File: config.mk
export PLATFORM = sky130hd
export DESIGN_NAME = pts_ts_path
export DESIGN_NICKNAME = d
export VERILOG_FILES = /design/src/pts_pkg.sv /design/src/pts_strm_if.sv /design/src/pts_skid_buf.sv /design/src/pts_ts_fifo.sv /design/src/pts_ts_path.sv
export VERILOG_INCLUDE_DIRS = /design/src
export SDC_FILE = /design/constraint.sdc
export NUM_CORES = 2
export LEC_CHECK = 0
export BUFFER_PORTS_ARGS = -buffer_cell sky130_fd_sc_hd__buf_2
export CORE_MARGIN = 2
export CORE_UTILIZATION = 43
export CTS_CLUSTER_SIZE = 20
export DETAILED_ROUTE_END_ITERATION = 16
export GPL_TIMING_DRIVEN = 0
export PLACE_DENSITY = 0.67
export RECOVER_POWER = 100
export SLEW_MARGIN = 20
export SYNTH_ARGS = -nofsm -noshare
export SYNTH_HDL_FRONTEND = slang
export SYNTH_HIERARCHICAL = 1
export SYNTH_SLANG_ARGS = --single-unit
File: constraint.sdc
create_clock -name clk_in -period 18.8 [get_ports clk_in]
set_input_delay 0.94 -clock clk_in [delete_from_list [all_inputs] [get_ports clk_in]]
set_output_delay 0.94 -clock clk_in [all_outputs]
set_load 0.01 [all_outputs]
File: src/pts_defines.svh
// Purpose: Offsets, codes and sizes for the time stamp rewrite path
// Assumes: Untagged Ethernet frames, byte offsets counted from destination MAC
// Notes:   Definitions only
`ifndef PTS_DEFINES_SVH
`define PTS_DEFINES_SVH

`define PTS_DELAY       32
`define PTS_CNT_MAX     11'h7ff
`define PTS_ETYPE_PTP   16'h88f7
`define PTS_ETYPE_OAM   16'h8902
`define PTS_OFF_ETYPE_H 11'h00c
`define PTS_OFF_ETYPE_L 11'h00d
`define PTS_OFF_MSG     11'h00e
`define PTS_OFF_OPC     11'h00f
`define PTS_OFF_DOM     11'h012
`define PTS_OFF_FLG_H   11'h014
`define PTS_OFF_FLG_L   11'h015
`define PTS_OFF_CF      11'h016
`define PTS_OFF_CF_END  11'h01d
`define PTS_OFF_RES     11'h01e
`define PTS_OFF_RES_END 11'h021
`define PTS_OFF_SEQ_H   11'h02c
`define PTS_OFF_SEQ_L   11'h02d
`define PTS_OFF_DECIDE  11'h02e
`define PTS_OFF_TXF     11'h012
`define PTS_OFF_RXF     11'h01a
`define PTS_OFF_TXB     11'h022
`define PTS_OFF_RXB     11'h02a
`define PTS_MSG_SYNC    4'h0
`define PTS_MSG_DREQ    4'h1
`define PTS_OPC_1DM     8'h2d
`define PTS_OPC_DMT     8'h2e
`define PTS_OPC_DMM     8'h2f
`define PTS_SZ_NONE     4'h0
`define PTS_SZ_RES      4'h4
`define PTS_SZ_TS       4'h8
`define PTS_CRC_POLY    32'hedb88320
`define PTS_CRC_INIT    32'hffffffff
`define PTS_FIFO_DEPTH  8
`define PTS_ID_W        80
`define PTS_TS_W        64
`define PTS_SET_W       144
`define PTS_LANE_W      10

`endif

File: src/pts_pkg.sv
// Purpose: Types shared by the time stamp rewrite path
// Assumes: Nothing
// Notes:   Actions are one-hot
package pts_pkg;
	typedef enum logic [2:0] {
		PTS_ACT_NONE  = 3'b001,
		PTS_ACT_WRITE = 3'b010,
		PTS_ACT_WSAVE = 3'b100
	} pts_act_e;
	typedef logic [7:0] pts_byte_t;
endpackage

File: src/pts_strm_if.sv
// Purpose: Valid/ready word carrier between path modules
// Assumes: One clock
// Notes:   Width set per instance
`timescale 1ns/1ns
interface pts_strm_if #(parameter int W = 8) ();
	logic         valid;
	logic         ready;
	logic [W-1:0] data;
	modport src (output valid, output data, input ready);
	modport snk (input valid, input data, output ready);
endinterface

File: src/pts_skid_buf.sv
// Purpose: Two-entry buffer in front of the frame output
// Assumes: Producer pushes only while ready is high
// Notes:   Every output is a flop
`timescale 1ns/1ns
`include "pts_defines.svh"
module pts_skid_buf (
	input  wire logic                   clk_in,    // Clock
	input  wire logic                   rst_b_in,  // Async reset, low
	pts_strm_if.snk                     up,        // Filling side
	output logic                        valid_out, // Head valid
	output logic [`PTS_LANE_W-1:0]      data_out,  // Head word
	input  wire logic                   ready_in   // Drain ready
);
	logic                   spare_v_q;
	logic [`PTS_LANE_W-1:0] spare_q;
	logic                   ready_q;
	logic                   push;
	logic                   pop;
	logic                   spare_v_d;

	assign up.ready = ready_q;
	assign push     = up.valid & ready_q;
	assign pop      = valid_out & ready_in;

	always_comb begin
		spare_v_d = spare_v_q;
		if (pop) begin
			spare_v_d = spare_v_q & push;
		end else if (push && valid_out) begin
			spare_v_d = 1'b1;
		end
	end

	always_ff @(posedge clk_in or negedge rst_b_in) begin
		if (!rst_b_in) begin
			valid_out <= 1'b0;
			data_out  <= '0;
			spare_v_q <= 1'b0;
			spare_q   <= '0;
			ready_q   <= 1'b1;
		end else begin
			spare_v_q <= spare_v_d;
			ready_q   <= ~spare_v_d;
			if (pop && spare_v_q) begin
				data_out <= spare_q;
				if (push) begin
					spare_q <= up.data;
				end
			end else if (pop || !valid_out) begin
				valid_out <= push;
				if (push) begin
					data_out <= up.data;
				end
			end else if (push) begin
				spare_q <= up.data;
			end
		end
	end

	property p_buf_hold;
		@(posedge clk_in) disable iff (!rst_b_in)
		valid_out && !ready_in |=> valid_out && $stable(data_out);
	endproperty
	a_buf_hold: assert property (p_buf_hold) else $error("head word not held while stalled");
endmodule

File: src/pts_ts_fifo.sv
// Purpose: Transmit time stamp store read by the processor
// Assumes: Read strobe is one cycle per set
// Notes:   A push while full is not taken
`timescale 1ns/1ns
`include "pts_defines.svh"
module pts_ts_fifo (
	input  wire logic                 clk_in,     // Clock
	input  wire logic                 rst_b_in,   // Async reset, low
	pts_strm_if.snk                   wr,         // Identifier plus time set
	input  wire logic                 rd_in,      // Processor read strobe
	output logic [`PTS_SET_W-1:0]     rd_data_out, // Set read out
	output logic                      rd_valid_out, // Read answer pulse
	output logic                      empty_out   // No set stored
);
	logic [`PTS_SET_W-1:0] mem [0:`PTS_FIFO_DEPTH-1];
	logic [2:0]            wp_q;
	logic [2:0]            rp_q;
	logic [3:0]            cnt_q;
	logic                  push;
	logic                  pop;

	assign wr.ready = (cnt_q != 4'h8);
	assign push     = wr.valid & wr.ready;
	assign pop      = rd_in & (cnt_q != 4'h0);

	always_ff @(posedge clk_in) begin
		if (push) begin
			mem[wp_q] <= wr.data;
		end
	end

	// Pointers, count and processor read port
	always_ff @(posedge clk_in or negedge rst_b_in) begin
		if (!rst_b_in) begin
			wp_q         <= 3'h0;
			rp_q         <= 3'h0;
			cnt_q        <= 4'h0;
			rd_data_out  <= '0;
			rd_valid_out <= 1'b0;
			empty_out    <= 1'b1;
		end else begin
			rd_valid_out <= pop;
			if (push) begin
				wp_q <= wp_q + 3'h1;
			end
			if (pop) begin
				rp_q        <= rp_q + 3'h1;
				rd_data_out <= mem[rp_q];
			end
			cnt_q     <= cnt_q + {3'h0, push} - {3'h0, pop};
			empty_out <= (cnt_q + {3'h0, push} - {3'h0, pop}) == 4'h0;
		end
	end
endmodule

File: src/pts_ts_path.sv
// Purpose: One direction of frame time stamp action: analyzer, stamp, rewriter
// Assumes: Byte stream with sof/eof, frames of at least 64 bytes, untagged
// Notes:   Data is delayed so the decision is ready before the first target byte
// Contract
// - Ingress in-domain Sync or Delay_req: Write into the four reserved header bytes.
// - Ingress Write places nanoseconds into reserved bytes and FCS is recomputed.
// - Ingress reserved value is ns minus correction; Sync correction field gains asymmetry.
// - Egress in-domain Sync or Delay_req: Write-and-Save with no stamp written in frame.
// - Egress frame identifier to the FIFO includes the sequence identifier.
// - Egress clears the reserved header bytes to zero.
// - Write-and-Save drives zero to the rewriter, time to the FIFO and raises the save flag.
// - FIFO stores the time with identifier holding the reserved ingress time.
// - Egress FIFO time is ns plus correction; Delay_req also subtracts asymmetry.
// - Ingress 1DM of the MEP: write ns minus correction at RxTimeStampf.
// - Egress 1DM and DMM: write ns plus correction at TxTimeStampf.
// - Ingress DMM of the MEP: write ns minus correction at RxTimeStampf.
// - Ingress DMT of the MEP: write ns minus correction at RxTimeStampb.
// - Egress DMT of the MEP: write ns plus correction at TxTimeStampb.
// - Delay frames get the stamp in the indicated bytes and a new FCS.
// - Unmatched frames pass unmodified and their held stamp is dropped.
// - The FIFO offers a processor read port for stored sets.
`timescale 1ns/1ns
`include "pts_defines.svh"
module pts_ts_path
	import pts_pkg::*;
(
	input  wire logic                 clk_in,        // 100 MHz clock
	input  wire logic                 rst_b_in,      // Async reset, low
	input  wire logic                 egress_in,     // 1 egress, 0 ingress
	input  wire logic [7:0]           domain_in,     // Accepted PTP domain
	input  wire logic [2:0]           mep_level_in,  // MEP level
	input  wire logic [31:0]          local_corr_in, // Local correction, ns
	input  wire logic [31:0]          asym_in,       // Asymmetry, ns
	input  wire logic [31:0]          time_sec_in,   // Local time seconds
	input  wire logic [31:0]          time_ns_in,    // Local time nanoseconds
	input  wire logic                 in_valid_in,   // Input byte valid
	input  wire logic [7:0]           in_data_in,    // Input byte
	input  wire logic                 in_sof_in,     // First byte of frame
	input  wire logic                 in_eof_in,     // Last byte of frame
	output logic                      in_ready_out,  // Input accepted
	output logic                      out_valid_out, // Output byte valid
	output logic [7:0]                out_data_out,  // Output byte
	output logic                      out_sof_out,   // Output first byte
	output logic                      out_eof_out,   // Output last byte
	input  wire logic                 out_ready_in,  // Receiver ready
	output logic                      save_ts_out,   // Save flag pulse
	input  wire logic                 fifo_rd_in,    // FIFO read strobe
	output logic [`PTS_SET_W-1:0]     fifo_data_out, // {id, sec, ns}
	output logic                      fifo_valid_out, // FIFO read answer
	output logic                      fifo_empty_out // FIFO empty
);
	localparam int D = `PTS_DELAY;

	pts_strm_if #(.W(`PTS_LANE_W)) buf_if ();
	pts_strm_if #(.W(`PTS_SET_W))  fifo_if ();

	logic [7:0]               ln_d [0:D-1];
	logic [D-1:0]             ln_s;
	logic [D-1:0]             ln_e;
	logic [D-1:0]             ln_v;
	logic                     adv;
	logic                     acc;
	logic [10:0]              a_cnt;
	logic [10:0]              idx;
	logic [15:0]              a_et;
	logic [7:0]               a_msg;
	logic [7:0]               a_opc;
	logic [7:0]               a_dom;
	logic [15:0]              a_flg;
	logic [63:0]              a_cf;
	logic [31:0]              a_res;
	logic [15:0]              a_seq;
	logic [31:0]              ts_sec_q;
	logic [31:0]              ts_ns_q;
	logic                     decide;
	logic                     is_ptp;
	logic                     is_oam;
	logic                     is_sync;
	logic [31:0]              ns_minus;
	logic [31:0]              ns_plus;
	logic [63:0]              asym_cf;
	pts_act_e                 r_act;
	logic [10:0]              r_off;
	logic [3:0]               r_size;
	logic [63:0]              r_val;
	logic                     r_cf_en;
	logic [63:0]              r_cf;
	logic                     save_q;
	logic                     push_q;
	logic [`PTS_SET_W-1:0]    push_d_q;
	logic [10:0]              r_cnt;
	logic [10:0]              ridx;
	pts_act_e                 act_cur;
	logic [31:0]              crc_q;
	logic [31:0]              crc_cur;
	logic                     fcs;
	logic [1:0]               fcs_j;
	logic                     in_a;
	logic                     in_cf;
	logic [10:0]              a_rel;
	logic [3:0]               a_k;
	logic [2:0]               cf_k;
	logic [7:0]               rw_byte;

	function automatic logic [31:0] crc_step(input logic [31:0] c, input logic [7:0] b);
		logic [31:0] r;
		r = c ^ {24'h0, b};
		for (int i = 0; i < 8; i++) begin
			r = r[0] ? ((r >> 1) ^ `PTS_CRC_POLY) : (r >> 1);
		end
		return r;
	endfunction

	// Stream moves only when the output buffer can take a word
	assign adv          = in_ready_out & (in_valid_in | (|ln_v));
	assign acc          = adv & in_valid_in;
	assign buf_if.valid = adv & ln_v[D-1];
	assign buf_if.data  = {ln_s[D-1], ln_e[D-1], rw_byte};
	assign in_ready_out = buf_if.ready;
	assign fifo_if.valid = push_q;
	assign fifo_if.data  = push_d_q;
	assign save_ts_out   = save_q;

	// Delay line ahead of the rewriter
	always_ff @(posedge clk_in or negedge rst_b_in) begin
		if (!rst_b_in) begin
			ln_s <= '0;
			ln_e <= '0;
			ln_v <= '0;
		end else if (adv) begin
			ln_s <= {ln_s[D-2:0], in_sof_in & in_valid_in};
			ln_e <= {ln_e[D-2:0], in_eof_in & in_valid_in};
			ln_v <= {ln_v[D-2:0], in_valid_in};
		end
	end

	always_ff @(posedge clk_in) begin
		if (adv) begin
			ln_d[0] <= in_data_in;
			for (int i = 1; i < D; i++) begin
				ln_d[i] <= ln_d[i-1];
			end
		end
	end

	// Analyzer byte position and field capture
	assign idx = in_sof_in ? 11'h000 : a_cnt;

	always_ff @(posedge clk_in or negedge rst_b_in) begin
		if (!rst_b_in) begin
			a_cnt <= 11'h000;
		end else if (acc) begin
			a_cnt <= (idx == `PTS_CNT_MAX) ? idx : idx + 11'h001;
		end
	end

	always_ff @(posedge clk_in or negedge rst_b_in) begin
		if (!rst_b_in) begin
			a_et  <= 16'h0000;
			a_msg <= 8'h00;
			a_opc <= 8'h00;
			a_dom <= 8'h00;
			a_flg <= 16'h0000;
			a_cf  <= 64'h0;
			a_res <= 32'h0;
			a_seq <= 16'h0000;
		end else if (acc) begin
			if (idx == `PTS_OFF_ETYPE_H || idx == `PTS_OFF_ETYPE_L) begin
				a_et <= {a_et[7:0], in_data_in};
			end else if (idx == `PTS_OFF_MSG) begin
				a_msg <= in_data_in;
			end else if (idx == `PTS_OFF_OPC) begin
				a_opc <= in_data_in;
			end else if (idx == `PTS_OFF_DOM) begin
				a_dom <= in_data_in;
			end else if (idx == `PTS_OFF_FLG_H || idx == `PTS_OFF_FLG_L) begin
				a_flg <= {a_flg[7:0], in_data_in};
			end else if (idx >= `PTS_OFF_CF && idx <= `PTS_OFF_CF_END) begin
				a_cf <= {a_cf[55:0], in_data_in};
			end else if (idx >= `PTS_OFF_RES && idx <= `PTS_OFF_RES_END) begin
				a_res <= {a_res[23:0], in_data_in};
			end else if (idx == `PTS_OFF_SEQ_H || idx == `PTS_OFF_SEQ_L) begin
				a_seq <= {a_seq[7:0], in_data_in};
			end
		end
	end

	// Local time caught at start of frame
	always_ff @(posedge clk_in or negedge rst_b_in) begin
		if (!rst_b_in) begin
			ts_sec_q <= 32'h0;
			ts_ns_q  <= 32'h0;
		end else if (acc && in_sof_in) begin
			ts_sec_q <= time_sec_in;
			ts_ns_q  <= time_ns_in;
		end
	end

	assign decide   = acc & (idx == `PTS_OFF_DECIDE);
	assign is_sync  = (a_msg[3:0] == `PTS_MSG_SYNC);
	assign is_ptp   = (a_et == `PTS_ETYPE_PTP) && (a_dom == domain_in) &&
	                  (is_sync || a_msg[3:0] == `PTS_MSG_DREQ);
	assign is_oam   = (a_et == `PTS_ETYPE_OAM) && (a_msg[7:5] == mep_level_in) &&
	                  (a_opc == `PTS_OPC_1DM || a_opc == `PTS_OPC_DMM || a_opc == `PTS_OPC_DMT);
	assign ns_minus = ts_ns_q - local_corr_in;
	assign ns_plus  = ts_ns_q + local_corr_in;
	// Correction field carries ns scaled by 2^16
	assign asym_cf  = {{16{asym_in[31]}}, asym_in, 16'h0000};

	// Time stamp block: action, target and value for the rewriter
	always_ff @(posedge clk_in or negedge rst_b_in) begin
		if (!rst_b_in) begin
			r_act   <= PTS_ACT_NONE;
			r_off   <= 11'h000;
			r_size  <= `PTS_SZ_NONE;
			r_val   <= 64'h0;
			r_cf_en <= 1'b0;
			r_cf    <= 64'h0;
		end else if (adv && ln_v[D-1] && ln_s[D-1]) begin
			r_act   <= PTS_ACT_NONE;
			r_size  <= `PTS_SZ_NONE;
			r_cf_en <= 1'b0;
		end else if (decide) begin
			r_cf_en <= 1'b0;
			if (is_ptp && !egress_in) begin
				r_act   <= PTS_ACT_WRITE;
				r_off   <= `PTS_OFF_RES;
				r_size  <= `PTS_SZ_RES;
				r_val   <= {32'h0, ns_minus};
				r_cf_en <= is_sync;
				r_cf    <= a_cf + asym_cf;
			end else if (is_ptp) begin
				r_act  <= PTS_ACT_WSAVE;
				r_off  <= `PTS_OFF_RES;
				r_size <= `PTS_SZ_RES;
				r_val  <= 64'h0;
			end else if (is_oam && !egress_in) begin
				r_act  <= PTS_ACT_WRITE;
				r_off  <= (a_opc == `PTS_OPC_DMT) ? `PTS_OFF_RXB : `PTS_OFF_RXF;
				r_size <= `PTS_SZ_TS;
				r_val  <= {ts_sec_q, ns_minus};
			end else if (is_oam) begin
				r_act  <= PTS_ACT_WRITE;
				r_off  <= (a_opc == `PTS_OPC_DMT) ? `PTS_OFF_TXB : `PTS_OFF_TXF;
				r_size <= `PTS_SZ_TS;
				r_val  <= {ts_sec_q, ns_plus};
			end else begin
				r_act  <= PTS_ACT_NONE;
				r_size <= `PTS_SZ_NONE;
			end
		end
	end

	// Save path into the transmit stamp store
	always_ff @(posedge clk_in or negedge rst_b_in) begin
		if (!rst_b_in) begin
			push_q   <= 1'b0;
			save_q   <= 1'b0;
			push_d_q <= '0;
		end else begin
			push_q <= decide & is_ptp & egress_in;
			save_q <= decide & is_ptp & egress_in;
			if (decide) begin
				// Identifier: type, domain, sequence id, ingress stamp, flags
				push_d_q <= {a_msg, a_dom, a_seq, a_res, a_flg, ts_sec_q,
				             is_sync ? ns_plus : ns_plus - asym_in};
			end
		end
	end

	// Rewriter at the end of the delay line
	assign ridx    = ln_s[D-1] ? 11'h000 : r_cnt;
	assign act_cur = ln_s[D-1] ? PTS_ACT_NONE : r_act;
	assign crc_cur = ln_s[D-1] ? `PTS_CRC_INIT : crc_q;
	assign fcs     = ln_e[D-1] | (ln_v[D-2] & ln_e[D-2]) | (ln_v[D-3] & ln_e[D-3]) | (ln_v[D-4] & ln_e[D-4]);
	assign fcs_j   = ln_e[D-1] ? 2'h3 : (ln_e[D-2] ? 2'h2 : (ln_e[D-3] ? 2'h1 : 2'h0));
	assign a_rel   = ridx - r_off;
	assign a_k     = r_size - 4'h1 - a_rel[3:0];
	assign in_a    = (ridx >= r_off) && (ridx < r_off + {7'h00, r_size});
	assign in_cf   = r_cf_en && (ridx >= `PTS_OFF_CF) && (ridx <= `PTS_OFF_CF_END);
	assign cf_k    = 3'(`PTS_OFF_CF_END - ridx);

	always_comb begin
		rw_byte = ln_d[D-1];
		if (act_cur == PTS_ACT_NONE) begin
			rw_byte = ln_d[D-1];
		end else if (fcs) begin
			rw_byte = ~crc_cur[{fcs_j, 3'b000} +: 8];
		end else if (in_a) begin
			rw_byte = r_val[{a_k[2:0], 3'b000} +: 8];
		end else if (in_cf) begin
			rw_byte = r_cf[{cf_k, 3'b000} +: 8];
		end
	end

	always_ff @(posedge clk_in or negedge rst_b_in) begin
		if (!rst_b_in) begin
			r_cnt <= 11'h000;
			crc_q <= `PTS_CRC_INIT;
		end else if (adv && ln_v[D-1]) begin
			r_cnt <= (ridx == `PTS_CNT_MAX) ? ridx : ridx + 11'h001;
			if (!fcs) begin
				crc_q <= crc_step(crc_cur, rw_byte);
			end
		end
	end

	pts_skid_buf u_buf (
		.clk_in    (clk_in),
		.rst_b_in  (rst_b_in),
		.up        (buf_if.snk),
		.valid_out (out_valid_out),
		.data_out  ({out_sof_out, out_eof_out, out_data_out}),
		.ready_in  (out_ready_in)
	);

	pts_ts_fifo u_fifo (
		.clk_in       (clk_in),
		.rst_b_in     (rst_b_in),
		.wr           (fifo_if.snk),
		.rd_in        (fifo_rd_in),
		.rd_data_out  (fifo_data_out),
		.rd_valid_out (fifo_valid_out),
		.empty_out    (fifo_empty_out)
	);

	property p_unmatched;
		@(posedge clk_in) disable iff (!rst_b_in)
		ln_v[D-1] && act_cur == PTS_ACT_NONE |-> rw_byte == ln_d[D-1];
	endproperty
	a_unmatched: assert property (p_unmatched) else $error("unmatched byte changed");

	property p_sof_sample;
		@(posedge clk_in) disable iff (!rst_b_in)
		acc && in_sof_in |=> ts_ns_q == $past(time_ns_in) && ts_sec_q == $past(time_sec_in);
	endproperty
	a_sof_sample: assert property (p_sof_sample) else $error("stamp not taken at sof");

	property p_ing_ptp;
		@(posedge clk_in) disable iff (!rst_b_in)
		decide && is_ptp && !egress_in |=> r_act == PTS_ACT_WRITE && r_off == `PTS_OFF_RES && r_size == `PTS_SZ_RES;
	endproperty
	a_ing_ptp: assert property (p_ing_ptp) else $error("ingress ptp target wrong");

	property p_ing_val;
		@(posedge clk_in) disable iff (!rst_b_in)
		decide && is_ptp && !egress_in |=> r_val[31:0] == $past(ns_minus) && r_cf_en == $past(is_sync);
	endproperty
	a_ing_val: assert property (p_ing_val) else $error("ingress ptp value wrong");

	property p_eg_ptp;
		@(posedge clk_in) disable iff (!rst_b_in)
		decide && is_ptp && egress_in |=> r_act == PTS_ACT_WSAVE && !r_cf_en && r_val == 64'h0;
	endproperty
	a_eg_ptp: assert property (p_eg_ptp) else $error("egress ptp action wrong");

	property p_save;
		@(posedge clk_in) disable iff (!rst_b_in)
		decide && is_ptp && egress_in |=> save_q && fifo_if.valid ##1 !save_q;
	endproperty
	a_save: assert property (p_save) else $error("save flag not one pulse");

	property p_fifo_ts;
		@(posedge clk_in) disable iff (!rst_b_in)
		decide && is_ptp && egress_in && !is_sync |=> push_d_q[31:0] == $past(ns_plus - asym_in);
	endproperty
	a_fifo_ts: assert property (p_fifo_ts) else $error("fifo time wrong");

	property p_zero;
		@(posedge clk_in) disable iff (!rst_b_in)
		ln_v[D-1] && act_cur == PTS_ACT_WSAVE && !fcs && ridx >= `PTS_OFF_RES && ridx <= `PTS_OFF_RES_END
		|-> rw_byte == 8'h00;
	endproperty
	a_zero: assert property (p_zero) else $error("reserved bytes not cleared");

	property p_oam_eg;
		@(posedge clk_in) disable iff (!rst_b_in)
		decide && is_oam && egress_in && a_opc != `PTS_OPC_DMT |=> r_off == `PTS_OFF_TXF && r_size == `PTS_SZ_TS;
	endproperty
	a_oam_eg: assert property (p_oam_eg) else $error("egress oam target wrong");

	property p_fcs;
		@(posedge clk_in) disable iff (!rst_b_in)
		ln_v[D-1] && ln_e[D-1] && act_cur != PTS_ACT_NONE |-> rw_byte == ~crc_cur[31:24];
	endproperty
	a_fcs: assert property (p_fcs) else $error("fcs not recomputed");
endmodule

==> flow_metrics.tcl <==
set metrics [dict create \
    outcome "finished, violations left" \
    violations "max-capacitance violations, max-slew violations" \
    top_layer "met4" \
    ctsResizeCount 0 \
    synthArstFlopShare_pct 37.5 \
    antenna_found_initial 25 \
    synthFlopType "edfxtp_1" \
    grt_max_degree 135 \
    final_net_count 7854 \
    crit_slowest_cell "nor4_1" \
    critical-path-top-delay-family "buffers and inverters" \
    grt_pass1_vias 57134 \
    fin_ws_ps 8770 \
    pre_cts_slack_ps 11450 \
    maxCapViolations 31 \
    num_io_pins 314 \
    yosysSeqAreaShare_pct 67.2 \
    worstMarginPinSlew_ps 7350 \
    synth-edff-count 1408 \
    hold_depth 2 \
    cts_buffers 224 \
    cp_max_fo 10 \
    vias 58288 \
    syn-num-nets 7206 \
    endpoint_kind "register" \
    path_common_cell "clkbuf_1" \
    port_buffers 313 \
    yosysTopAreaCellShare_pct 44.8 \
    cts_max_level 4 \
    drt_wl_total_um 254000 \
    hpwl_um 178000 \
    fillers 18849 \
    wire_per_inst_um 23.9 \
    antenna_left 0 \
    grt_pass1_wl_um 371000 \
    dieWidth_um 473 \
    skew_ps 78.0 \
    yosysUniqueCellTypes 103 \
    setup.worst_path.start_class "register" \
    track_usage_pct 22.3 \
    yosysTopAreaCell "edfxtp_1" \
    yosys_warnings 6 \
    initial_core_util_pct 43.1 \
    dp.cells 10169 \
    synth-seq-cells 2253 \
    die_height_um 473 \
    rows 172 \
    clkTransAtPathRegs_ps 70 \
    hp-class "input port to register" \
    cts_tree "yes" \
    drt_iter0_markers 5634 \
    holdWs_ps 279 \
    p_leak_nw 44.0 \
    relSlewSlack_pct -390 \
    area_delta_synth_final_pct 13.7 \
    clock-sinks 2253 \
    crit_chain "clkbuf_1, clkbuf_1, clkbuf_1, clkbuf_1, clkbuf_1, nor2b_1, ha_1, nor2b_1, a311oi_1, o21ai_0, o311ai_0, or2_1, clkbuf_1, nor3_1, nor4_1, xnor2_4, xor2_1, xnor2_1, xnor2_1, mux2_2" \
    cts_buffer_depth 3 \
    timing.final.max_slew_violations 916 \
    crit_path_max_incr_delay_ps 1590 \
    min_period_ps 10030 \
    cts_root_buf "clkbuf_16" \
    netlist_instances 6877 \
    hold_violations 0 \
    synth_top_cells_by_count "edfxtp_1 (1408), nand2_1 (1187), dfrtp_1 (810), mux2i_1 (601), a22oi_1 (304)" \
    crit_cells 20 \
    r2r_cells 20 \
    grt-ovfl-total 0 \
    worstSetupPathType "register to register" \
    fin_cells 10608 \
    postCtsSetupBuffers 0 \
    wl_met3_um 18800 \
    post_drt_via_cell_ratio 5.49 \
    power.density_nw_per_um2 146 \
    cp_num_buf_inv 6 \
    yosysMostFrequentCell "edfxtp_1" \
    final_layout_size_suffix_gt1_share_pct 13.1 \
    fin_crit_sh_pct 53.4 \
    worst-endpoint-arrival_ps 10810 \
    peakVddDrop_uv 122 \
    cts_hold_buffers 1 \
    first_pass_iters 6 \
    dieArea_um2 223000 \
    core-area_um2 219000 \
    setup_tns_ps 0 \
    clkLatencyLatePin_ps 890 \
    drc_errors 0 \
    setup_viol 0 \
    rsz0062_at_grt "false" \
    synthTopCellsByArea "edfxtp_1 (45%), dfrtp_1 (21%), mux2i_1 (6.4%)" \
    critPathRequiredTime_ps 19580 \
    drt-met1-wl_um 107000 \
    fmax_mhz 99.7 \
    routabilityCongestion 0.889 \
    syn_area_per_cell_um2 13.7 \
    wl_met2_um 118000 \
    synthesis.area_um2 94500 \
]
## power by group
part / internal, mW / switching [mW]
Sequential: 6.00 / 0.396
Clock: 2.62 / 1.95
Combinational: 1.76 / 2.95
Total: 10.4 / 5.29
## registers in the layout (all words and copies together), names as in the netlist, 64 cells and up
name                count
a_cf                   64
fifo_if.data          144
ln_d                  256
r_cf                   64
r_val                  64
u_fifo/mem           1152
u_fifo/rd_data_out    144
## layer usage
layer  up-vias  global-route usage, %
met3       408                   3.86
met2      2112                   35.3
met1     29432                   30.7
met5         -                      0
met4         0                   9.16
li1      26336                      -
## cell type report
| cell class | count | area (µm²) | area share [%] |
|---|---|---|---|
| antenna | 10 | 25.0 | 0.0233 |
| buffer | 329 | 1730 | 1.61 |
| clock buffer | 316 | 6510 | 6.07 |
| clock inverter | 112 | 1230 | 1.14 |
| inverter | 145 | 546 | 0.508 |
| multi-input combinational | 4150 | 28400 | 26.4 |
| sequential | 2253 | 63500 | 59.1 |
| tap | 2871 | 3590 | 3.35 |
| timing repair buffer | 422 | 1890 | 1.76 |
## path summary, 6_finish.rpt
check                                                   end  slack (ps)                  start
worst max-delay path                  crc_q[18]$_DFFE_PN1P_        8770   ln_s[31]$_DFFE_PN0P_
min in group asynchronous           ts_ns_q[20]$_DFFE_PN0P_         710               rst_b_in
worst min-delay path                ts_sec_q[3]$_DFFE_PN0P_         280         time_sec_in[3]
worst max register to register        crc_q[18]$_DFFE_PN1P_        8770   ln_s[31]$_DFFE_PN0P_
worst min register to register       ln_d[1][103]$_DFFE_PP_         400  ln_d[1][95]$_DFFE_PP_
max in group asynchronous       fifo_if.data[5]$_DFFE_PN0P_       10600               rst_b_in
## through the flow
step	utilization, %	total power [mW]	instance area, µm²
5_1_grt	49.0	16.4	107000
3_5_place_dp	46.3	11.4	102000
3_3_place_gp	45.5	11.4	99600
4_1_cts	49.9	15.9	109000
2_1_floorplan	-	9.79	94500
6_report	49.0	15.7	107000
## placed cells by master, fill, tap and decap left out, types with 16 or more instances in the layout
cell type	netlist	final
mux2_2	279	279
clkbuf_8	0	37
a21oi_1	222	224
clkbuf_16	0	233
a211oi_1	15	16
buf_6	33	32
o21ai_0	180	192
xnor2_1	139	147
o211ai_1	15	16
buf_2	63	192
edfxtp_1	1408	1408
nand2_1	1187	1187
ha_1	168	168
dfstp_2	35	34
xor2_1	68	71
mux2i_1	601	601
nand3_1	181	181
clkinv_1	2	19
inv_1	141	141
nor4_1	20	21
nor3_1	36	38
and3_1	23	23
buf_4	52	50
nor2b_1	26	26
o21bai_1	29	29
a21o_1	88	88
clkinv_2	0	42
nand2b_1	31	32
a22o_1	33	33
clkbuf_1	156	509
a31oi_1	29	29
a22oi_1	304	304
nor2_1	218	218
dfrtp_1	810	810
## logic make-up (layout without fill, tap and decap cells)
group                    count (synthesis)  count (layout)  synth area share (%)
adder cells (fa/ha/maj)                174             174                  2.35
buffers and inverters                  474            1324                  2.47
AND/OR/NAND/NOR                       1811            1811                  8.12
multiplexers                           909             909                  10.2
other                                    0              10                     0
XOR/XNOR                               226             226                  2.38
flip-flops                            2253            2253                  67.2
AO/OA/AOI/OAI                         1030            1030                  7.25
(Power assumes the default switching activity.)
